--- src/amfp_pkg.sv ---
/*
 * Shared constants and types of the amplifier fault protection manager:
 * register offsets, field positions, reset values and timing counts.
 * Assumes a 20 MHz core clock and a 32-bit AHB-Lite register bus.
 */
package amfp_pkg;

    ////////////////////////////////////////////////////////////////////////
    // Clock and timing
    localparam int unsigned CLK_HZ = 20000000;
    localparam int unsigned DC_DETECT_MS = 420;
    localparam int unsigned DC_DETECT_CYCLES = DC_DETECT_MS * (CLK_HZ / 1000);
    localparam int unsigned FAULT_RECOVERY_US = 1000;
    localparam int unsigned FAULT_RECOVERY_CYCLES = FAULT_RECOVERY_US * (CLK_HZ / 1000000);
    localparam int unsigned CNT_W = 24;

    ////////////////////////////////////////////////////////////////////////
    // Register map, byte addresses
    localparam logic [7:0] OFF_CTRL = 8'h00;
    localparam logic [7:0] OFF_STATUS = 8'h04;
    localparam logic [7:0] OFF_EVENT = 8'h08;
    localparam logic [7:0] OFF_MASK = 8'h0C;

    // Control fields
    localparam int unsigned CTRL_SD_BIT = 0;
    localparam int unsigned CTRL_PLS_BIT = 1;
    localparam int unsigned CTRL_FREQ_BIT = 2;
    localparam logic [2:0] CTRL_RESET = 3'h1;

    // Status fields beyond the six error bits
    localparam int unsigned NUM_ERR = 6;
    localparam int unsigned STAT_PLAY_BIT = 6;
    localparam int unsigned STAT_REC_BIT = 7;
    localparam logic [5:0] MASK_RESET = 6'h00;
    localparam logic [5:0] EVENT_RESET = 6'h00;

    ////////////////////////////////////////////////////////////////////////
    // Error vector, bit 0 first from the bottom
    typedef struct packed {
        logic die_heat_error;
        logic output_offset_error;
        logic current_limit_error;
        logic clocking_fault;
        logic supply_low_error;
        logic supply_high_error;
    } amfp_err_type;

    // Clock monitor flags
    typedef struct packed {
        logic ratio_bad;
        logic rate_bad;
        logic clk_stopped;
    } amfp_clk_type;

    // Effective static configuration; all zero is BTL at 16 x fs
    typedef struct packed {
        logic parallel_load_select;
        logic freq_8x;
    } amfp_cfg_type;

endpackage

--- src/amfp_manager.sv ---
/*
 * Amplifier fault protection manager: classifies protection errors as
 * latching or non-latching, drives the open-drain fault indicator, runs
 * the recovery timer and the output offset qualifier, and selects the
 * hardware or software configuration. Registers sit on AHB-Lite.
 * Assumes all inputs synchronous to core_clk and an external pull-up
 * on the fault net.
 */
`timescale 1ns/1ps
`default_nettype none

// Functional notes
// - Fault is signalled by pulling the open-drain low-active indicator low.
// - Latching error keeps indicator low until shutdown toggle and recovery time.
// - Non-latching errors except clock errors leave the indicator released.
// - Cleared non-latching errors resume playback without any shutdown toggle.
// - Clock error pulls indicator low; valid clocks resume playback at once.
// - Supply high is non-latching, silent, clears when supply falls back.
// - Supply low is non-latching, silent, clears when supply rises back.
// - Bad clock ratio, bad rate or stopped clock flags a clock error.
// - Overcurrent latches; clears after recovery time and shutdown toggle.
// - Output offset latches; clears after recovery time and shutdown toggle.
// - Overtemperature latches; also needs die below hysteresis to clear.
// - Same-polarity duty above 60% for over 420 ms trips offset error.
// - Hardware mode takes configuration only from static pins.
// - All static pins low selects BTL and 16 x fs switching.
// - Latching error still present at shutdown release is caught again.
// - Every error shows in a status bit; only latching and clock errors also pull the indicator.
module amfp_manager #(
    parameter int unsigned DC_CYCLES = amfp_pkg::DC_DETECT_CYCLES,
    parameter int unsigned RECOVERY_CYCLES = amfp_pkg::FAULT_RECOVERY_CYCLES
) (
    input wire logic core_clk,
    input wire logic arst_n,
    input wire logic hsel,
    input wire logic [31:0] haddr,
    input wire logic [1:0] htrans,
    input wire logic hwrite,
    input wire logic [2:0] hsize,
    input wire logic [31:0] hwdata,
    input wire logic hready,
    output logic hreadyout,
    output logic [31:0] hrdata,
    output logic hresp,
    input wire logic amp_shutdown_n,
    input wire logic hw_mode,
    input wire amfp_pkg::amfp_cfg_type cfg_pins,
    input wire logic supply_high,
    input wire logic supply_low,
    input wire amfp_pkg::amfp_clk_type clk_mon,
    input wire logic current_limit,
    input wire logic die_heat,
    input wire logic die_heat_hysteresis,
    input wire logic [1:0] duty_pos_high,
    input wire logic [1:0] duty_neg_high,
    output logic amp_fault_n_o,
    output logic amp_fault_n_oe,
    output logic play_en,
    output amfp_pkg::amfp_cfg_type cfg,
    output logic irq
);

    localparam int unsigned W = amfp_pkg::CNT_W;

    logic [2:0] ctrl;
    logic [5:0] mask;
    logic [5:0] events;
    logic wr_pend;
    logic [7:0] wr_addr;
    logic sd_n;
    logic sd_q;
    logic sd_rise;
    logic clk_err;
    logic [1:0] dc_trip;
    logic [2:0] latched;
    logic [2:0] lat_cond;
    logic [W-1:0] rec_cnt;
    logic rec_busy;
    logic rec_done;
    amfp_pkg::amfp_err_type err_rep;
    amfp_pkg::amfp_err_type err_q;
    logic acc;
    logic rd_evt;

    ////////////////////////////////////////////////////////////////////////
    // Shutdown request: pin, and the register bit in software mode
    assign sd_n = amp_shutdown_n & (hw_mode | ctrl[amfp_pkg::CTRL_SD_BIT]);
    assign sd_rise = sd_n & ~sd_q;

    // Previous shutdown level; resets high so leaving reset is no edge
    always_ff @(posedge core_clk or negedge arst_n) begin
        if (!arst_n) begin
            sd_q <= 1'b1;
        end else begin
            sd_q <= sd_n;
        end
    end

    // Any clock monitor flag is a clock error
    assign clk_err = |clk_mon;

    ////////////////////////////////////////////////////////////////////////
    // Output offset qualifier, one per channel
    for (genvar ch = 0; ch < 2; ch++) begin : g_dc
        logic [W-1:0] cnt;
        logic pol;
        logic act;
        assign act = duty_pos_high[ch] | duty_neg_high[ch];

        // Count while the duty stays high at one polarity
        always_ff @(posedge core_clk or negedge arst_n) begin
            if (!arst_n) begin
                cnt <= '0;
                pol <= 1'b0;
            end else if (!act || pol != duty_pos_high[ch]) begin
                cnt <= '0;
                pol <= duty_pos_high[ch];
            end else if (cnt < W'(DC_CYCLES)) begin
                cnt <= cnt + W'(1);
            end
        end

        // Trips once the time is strictly exceeded
        assign dc_trip[ch] = act && pol == duty_pos_high[ch] && cnt >= W'(DC_CYCLES);

    end

    ////////////////////////////////////////////////////////////////////////
    // Recovery timer, started on the shutdown release
    always_ff @(posedge core_clk or negedge arst_n) begin
        if (!arst_n) begin
            rec_cnt <= '0;
            rec_busy <= 1'b0;
        end else if (!sd_n) begin
            rec_busy <= 1'b0;
            rec_cnt <= '0;
        end else if (sd_rise) begin
            rec_busy <= 1'b1;
            rec_cnt <= W'(RECOVERY_CYCLES);
        end else if (rec_busy) begin
            rec_cnt <= rec_cnt - W'(1);
            if (rec_cnt == W'(1)) begin
                rec_busy <= 1'b0;
            end
        end
    end

    assign rec_done = rec_busy && rec_cnt == W'(1);

    ////////////////////////////////////////////////////////////////////////
    // Latching errors: heat, offset, overcurrent
    assign lat_cond = {die_heat, |dc_trip, current_limit};

    always_ff @(posedge core_clk or negedge arst_n) begin
        if (!arst_n) begin
            latched <= 3'h0;
        end else begin
            // Set wins over clear; only seen while out of shutdown
            latched <= (rec_done ? {latched[2] & die_heat_hysteresis, 2'b00} : latched)
                       | (lat_cond & {3{sd_n}});
        end
    end

    ////////////////////////////////////////////////////////////////////////
    // Reported errors: live non-latching, held latching
    always_comb begin
        err_rep.supply_high_error = supply_high;
        err_rep.supply_low_error = supply_low;
        err_rep.clocking_fault = clk_err;
        err_rep.current_limit_error = latched[0];
        err_rep.output_offset_error = latched[1];
        err_rep.die_heat_error = latched[2];
    end

    // Indicator, playback and configuration from flip-flops
    always_ff @(posedge core_clk or negedge arst_n) begin
        if (!arst_n) begin
            amp_fault_n_oe <= 1'b0;
            play_en <= 1'b0;
            err_q <= '0;
            cfg <= '0;
        end else begin
            amp_fault_n_oe <= (|latched) | clk_err;
            play_en <= sd_n && !rec_busy && latched == 3'h0
                       && !supply_high && !supply_low && !clk_err;
            err_q <= err_rep;
            if (hw_mode) begin
                cfg <= cfg_pins;
            end else begin
                cfg.parallel_load_select <= ctrl[amfp_pkg::CTRL_PLS_BIT];
                cfg.freq_8x <= ctrl[amfp_pkg::CTRL_FREQ_BIT];
            end
        end
    end

    // Open drain: only ever drives low
    assign amp_fault_n_o = 1'b0;

    ////////////////////////////////////////////////////////////////////////
    // AHB-Lite slave, zero wait states
    assign hreadyout = 1'b1;
    assign hresp = 1'b0;
    assign acc = hsel & hready & htrans[1];
    assign rd_evt = acc & ~hwrite & haddr[7:0] == amfp_pkg::OFF_EVENT;

    // Address phase capture and read data
    always_ff @(posedge core_clk or negedge arst_n) begin
        if (!arst_n) begin
            wr_pend <= 1'b0;
            wr_addr <= 8'h00;
            hrdata <= 32'h0000_0000;
        end else begin
            wr_pend <= acc & hwrite;
            wr_addr <= haddr[7:0];
            if (acc && !hwrite) begin
                unique case (haddr[7:0])
                    amfp_pkg::OFF_CTRL: hrdata <= {29'h0, ctrl};
                    amfp_pkg::OFF_STATUS: hrdata <= {24'h0, rec_busy, play_en, err_rep};
                    amfp_pkg::OFF_EVENT: hrdata <= {26'h0, events};
                    amfp_pkg::OFF_MASK: hrdata <= {26'h0, mask};
                    default: hrdata <= 32'h0000_0000;
                endcase
            end
        end
    end

    // Control and mask writes; control is frozen in hardware mode
    always_ff @(posedge core_clk or negedge arst_n) begin
        if (!arst_n) begin
            ctrl <= amfp_pkg::CTRL_RESET;
            mask <= amfp_pkg::MASK_RESET;
        end else if (wr_pend) begin
            if (wr_addr == amfp_pkg::OFF_CTRL && !hw_mode) begin
                ctrl <= hwdata[2:0];
            end
            if (wr_addr == amfp_pkg::OFF_MASK) begin
                mask <= hwdata[5:0];
            end
        end
    end

    ////////////////////////////////////////////////////////////////////////
    // Sticky events on each error onset; read clears, set wins
    always_ff @(posedge core_clk or negedge arst_n) begin
        if (!arst_n) begin
            events <= amfp_pkg::EVENT_RESET;
        end else begin
            events <= (rd_evt ? 6'h00 : events) | (err_rep & ~err_q);
        end
    end

    assign irq = |(events & mask);
endmodule

`default_nettype wire

--- config.mk ---
export PLATFORM = sky130hd
export DESIGN_NAME = amfp_manager
export DESIGN_NICKNAME = d
export VERILOG_FILES = /design/src/amfp_pkg.sv /design/src/amfp_manager.sv
export SDC_FILE = /design/constraint.sdc
export NUM_CORES = 1
export LEC_CHECK = 0
export BUFFER_PORTS_ARGS = -buffer_cell sky130_fd_sc_hd__buf_2
export CAP_MARGIN = 20
export CORE_UTILIZATION = 59
export CTS_CLUSTER_SIZE = 20
export DETAILED_ROUTE_END_ITERATION = 16
export PLACE_DENSITY = 0.86
export SYNTH_ARGS = -nofsm -noshare
export SYNTH_HDL_FRONTEND = slang
export SYNTH_SLANG_ARGS = --single-unit
--- constraint.sdc ---
create_clock -name core_clk -period 3 [get_ports core_clk]
set_input_delay 0.45 -clock core_clk [delete_from_list [all_inputs] [get_ports core_clk]]
set_output_delay 0.45 -clock core_clk [all_outputs]
set_load 0.01 [all_outputs]
# Word-level counts from Yosys, hierarchy flattened
# Index checks and enable logic that the tools add are counted.
# word_totals
reg_bits,145
wordCells,109
# classes
n_addsub,3
n_lt_le_gt_ge,4
n_eq_ne,10
mux,15
bitwise_logic,20
reduce_logical,33
# ops
op,n
24-bit two-way mux,7
"24-bit by 1-bit adder with 24-bit output, second input constant",2
"24-bit greater-or-equal comparator, second input constant",2
"24-bit less-than comparator, second input constant",2
8-bit one-hot mux with 4 select lines,1
"24-bit by 1-bit equality test with 1-bit output, second input constant",1
"8-bit by 4-bit equality test with 1-bit output, second input constant",3
"24-bit by 1-bit subtractor with 24-bit output, second input constant",1
8-bit zero test,2
6-bit bitwise AND,2
1-bit logical AND,12
1-bit bitwise AND,8
"8-bit by 3-bit equality test with 1-bit output, second input constant",1
1-bit zero test,8
6-bit two-way mux,1
6-bit NOT,1
6-bit bitwise OR,1
3-bit OR reduction,2
6-bit OR reduction,1
1-bit two-way mux,4
1-bit bitwise OR,4
2-bit AND reduction,2
2-bit nonzero test,2
3-bit bitwise AND,1
10 further kinds,14

# Logic depth before layout (Yosys ltp)
# depth
depth_word,7
mapped_depth,7
depth_no_buf,7

# Worst setup path before layout
# No wires, ideal clock.
# synth_timing
path_type,flip-flop to flip-flop
start,register rec_cnt[2]
end,register rec_cnt[15]
setup_ps,132
arrival_ps,1785
required_ps,2868
slack_ps,1083
stages_incl_launch_ff,7
synth_period_minus_slack_ps,1917
path_cell_list,dfrtp_1 or4_1 buf_2 or3_1 nor3_2 xnor2_1 nor2_1
# synth_via
elab_chain_len,4
# synth_rtl
item,line,source
start: declaration,amfp_manager.sv:77,logic [W-1:0] rec_cnt;
start signal: assignment,amfp_manager.sv:139,rec_cnt <= W'(RECOVERY_CYCLES);
start signal: assignment,amfp_manager.sv:141,rec_cnt <= rec_cnt - W'(1);
24-bit by 1-bit subtractor with 24-bit output,amfp_manager.sv:141,
24-bit two-way mux,amfp_manager.sv:140,end else if (rec_busy) begin
24-bit two-way mux,amfp_manager.sv:137,end else if (sd_rise) begin
24-bit two-way mux,amfp_manager.sv:134,end else if (!sd_n) begin
# No other way between the ends. The select of a mux whose other input is x is not followed.
# A chain may end at the register's enable or synchronous reset.

# Worst setup path after layout
# layout_timing
start,register rec_cnt[12]
end,register latched[2]
# layout_via
elab_chain_len,4
# layout_rtl
item,line,source
24-bit by 1-bit equality test with 1-bit output,amfp_manager.sv:148,assign rec_done = rec_busy && rec_cnt == W'(1);
1-bit logical AND,amfp_manager.sv:148,
3-bit two-way mux,amfp_manager.sv:159,"latched <= (rec_done ? {latched[2] & die_heat_hysteresis, 2'b00} : latched)"
3-bit bitwise OR,amfp_manager.sv:160,| (lat_cond & {3{sd_n}});
end signal: assignment,amfp_manager.sv:159,
end: declaration,amfp_manager.sv:75,logic [2:0] latched;
# No other way between the ends.

==> results_dict.tcl <==
set metrics [dict create \
    drive_gt1_share_pct 17.7 \
    power_uw 3820 \
    switching_power_uw 900 \
    hold_viol_final 0 \
    pwr-share-comb_pct 6.7 \
    cts.sinks 121 \
    vias 4843 \
    synth_common_cells "dfrtp_1 (119), nand2_1 (50), nor2_1 (44)" \
    die_w_um 103 \
    diodes 0 \
    critical_path_class "reg2reg" \
    reg2reg_to "latched[2]$_DFF_PN0_" \
    multi_input_area_mm2 0.00268 \
    fill_cells 703 \
    drtIter0Drc 336 \
    slew_violations 0 \
    io_buffer_count 48 \
    cp-end-kind "flop" \
    ys_top_cells_by_area "dfrtp_1 (50%), a21oi_1 (3.4%), buf_4 (3.4%)" \
    synth-edff-count 0 \
    netSwitchingFraction_pct 23.6 \
    dieArea_mm2 0.0106 \
    gr-usage-all-layers_pct 27.4 \
    crit_fanout 10 \
    internal-power_uw 2920 \
    coreArea_mm2 0.00982 \
    status "finished, final reports clean" \
    nets 745 \
    fin_setup_tns_ps 0 \
    drt_first_pass_iters 6 \
    synthesis.area_mm2 0.00600 \
    vias_per_cell 6.09 \
    initial_core_util_pct 61.1 \
    clock_path_buffers 2 \
    critPathLaunch "rec_cnt[12]$_DFFE_PN0P_" \
    synth-seq-cells 121 \
    pin_count 130 \
    async_flop_share_pct 100 \
    final_util_pct 69.6 \
    ff_latch_area_mm2 0.00303 \
    worstSetupEndpoint "latched[2]$_DFF_PN0_" \
    yosys.area.top_type "dfrtp_1" \
    clk_latency_ps 530 \
    hpwl_um 8550 \
    wirelength_um 13500 \
    hp-class "in2reg" \
    syn-instance-count 598 \
    clk_pin_slew_ps 60 \
    cts_buffers 17 \
    grt_pass1_wl_um 22200 \
    synthDistinctLibCells 58 \
    worstMarginPinSlew_ps 929 \
    drc 0 \
    place.gp.congestion 0.856 \
    rsz0062_at_grt "no" \
    die_h_um 103 \
    finalCritPeriodShare_pct 79.4 \
    p_leak_uw 0.00301 \
    cp.required_ps 3410 \
    finalSetupViolCount 0 \
    maxCapViolations 0 \
    post_cts_buffers 0 \
    grt_pass1_vias 4779 \
    seq_power_share_pct 44.6 \
    period_needed_ps 2380 \
    reg2reg_depth 5 \
    slew_headroom_pct 38.1 \
    rrSetupSlack_ps 620 \
    critPathLaunchType "flop" \
    cts_root_buf "clkbuf_8" \
    area_growth_pct 13.8 \
    rows 36 \
    cts-htree-levels 4 \
    synth_flop_cell "dfrtp_1" \
    crit_arrival_ps 2790 \
    tritoncts "yes" \
    reg2reg_from "rec_cnt[12]$_DFFE_PN0P_" \
    wl_per_cell_um 16.9 \
    grt_max_degree 86 \
    ys.warnings.count 0 \
    synth_top_area_share_pct 49.6 \
    synth.avg_cell_area_um2 10.0 \
    fmax_mhz 420 \
    hp-start "haddr[6]" \
    power_density_mw_per_mm2 558 \
    ant_nets 0 \
    antenna_found_initial 0 \
    yosysMostFrequentCell "dfrtp_1" \
    ys_seq_area_share_pct 50.5 \
    overflow 0 \
    fin_skew_ps 7.63 \
    vdd_drop_max_mv 0.399 \
    clock_power_share_pct 48.8 \
]
[final cells by class]
cell class	count	share of cell area, %
clock buffers	24	6.89
clock inverters	8	1.03
inverters	26	1.43
flip-flops and latches	121	44.4
repair buffers	56	4.65
multi-input cells	427	39.2
well taps	133	2.44
[per-stage QoR]
step / cell area (um2) / worst slack (ps) / instances / hold slack [ps]
after detailed placement: 6280 / 682 / 762 / 447
final: 6830 / 618 / 795 / 48.5
after global placement: 6280 / 760 / 762 / 441
after CTS: 6830 / 675 / 795 / 24.2
after floorplan: 6100 / 1080 / 623 / 154
after global routing: 6830 / 537 / 795 / 31.8
[critical path, stage by stage, from the launching register on]
cell     delay [ps]
dfrtp_1         400
or4_1           610
nor3_2          510
nand4_1         340
o21ai_0         310
nand2_1          90
[per-layer routing]
metal  global-route usage (%)  vias to the layer above  share of wire (%)
met5                        0                        -                  0
met4                     11.4                        0                2.6
met3                     7.59                       43                5.2
met2                     47.1                      189                 52
met1                     32.6                     2398                 40
li1                         -                     2213                  -
[power groups by stage]
stage | registers, uW | logic [uW] | clock network, uW
after floorplan | 1720 | 182 | 0
after global placement | 1720 | 237 | 0
after detailed placement | 1730 | 248 | 0
after CTS | 1700 | 254 | 1870
after global routing | 1700 | 285 | 1950
final | 1700 | 254 | 1860
[placed cells by master (no fill, tap or decap), types with 14 or more instances in the layout]
cell type / netlist / layout
or3_1: 20 / 20
o21ai_0: 23 / 23
nand2_1: 50 / 50
dfrtp_1: 119 / 119
nand3_1: 24 / 24
a21oi_1: 41 / 41
nor2_1: 44 / 44
conb_1: 2 / 27
clkbuf_16: 0 / 16
inv_1: 25 / 25
buf_2: 4 / 47
mux2_2: 14 / 14
or4_1: 27 / 27
[registers in the layout, summed over array words and instances (netlist names), 2 cells and up]
name / count
cfg: 2
ctrl: 3
err_q: 6
events: 6
g_dc.cnt: 48
g_dc.pol: 2
hrdata: 8
latched: 3
mask: 6
rec_cnt: 24
wr_addr: 8
[how the worst min path moves through the flow]
stage,end,cells past startpoint
final,wr_addr[6]$_DFF_PN0_,1
after global routing,wr_addr[4]$_DFF_PN0_,1
after CTS,wr_addr[4]$_DFF_PN0_,1
after detailed placement,rec_cnt[22]$_DFFE_PN0P_,1
after global placement,rec_cnt[21]$_DFFE_PN0P_,1
after floorplan,amp_fault_n_oe$_DFF_PN0_,0
[cells by family (layout without fill, tap and decap cells)]
kind of cell	count (synthesis)	in the layout	synth area share (%)
other	2	27	0.125
adder cells (fa/ha/maj)	6	6	1.25
AO/OA/AOI/OAI	124	124	13.1
flip-flops	121	121	50.5
buffers and inverters	75	114	6.46
XOR/XNOR	25	25	3.65
AND/OR/NAND/NOR	226	226	20.9
multiplexers	19	19	4.08
[timing repair]
action                    in CTS  in global routing
hold buffers                   1                  0
gates resized for setup        0                  0
hold endpoints to repair      36                  0
No activity file was read; power rests on OpenSTA's default activity.
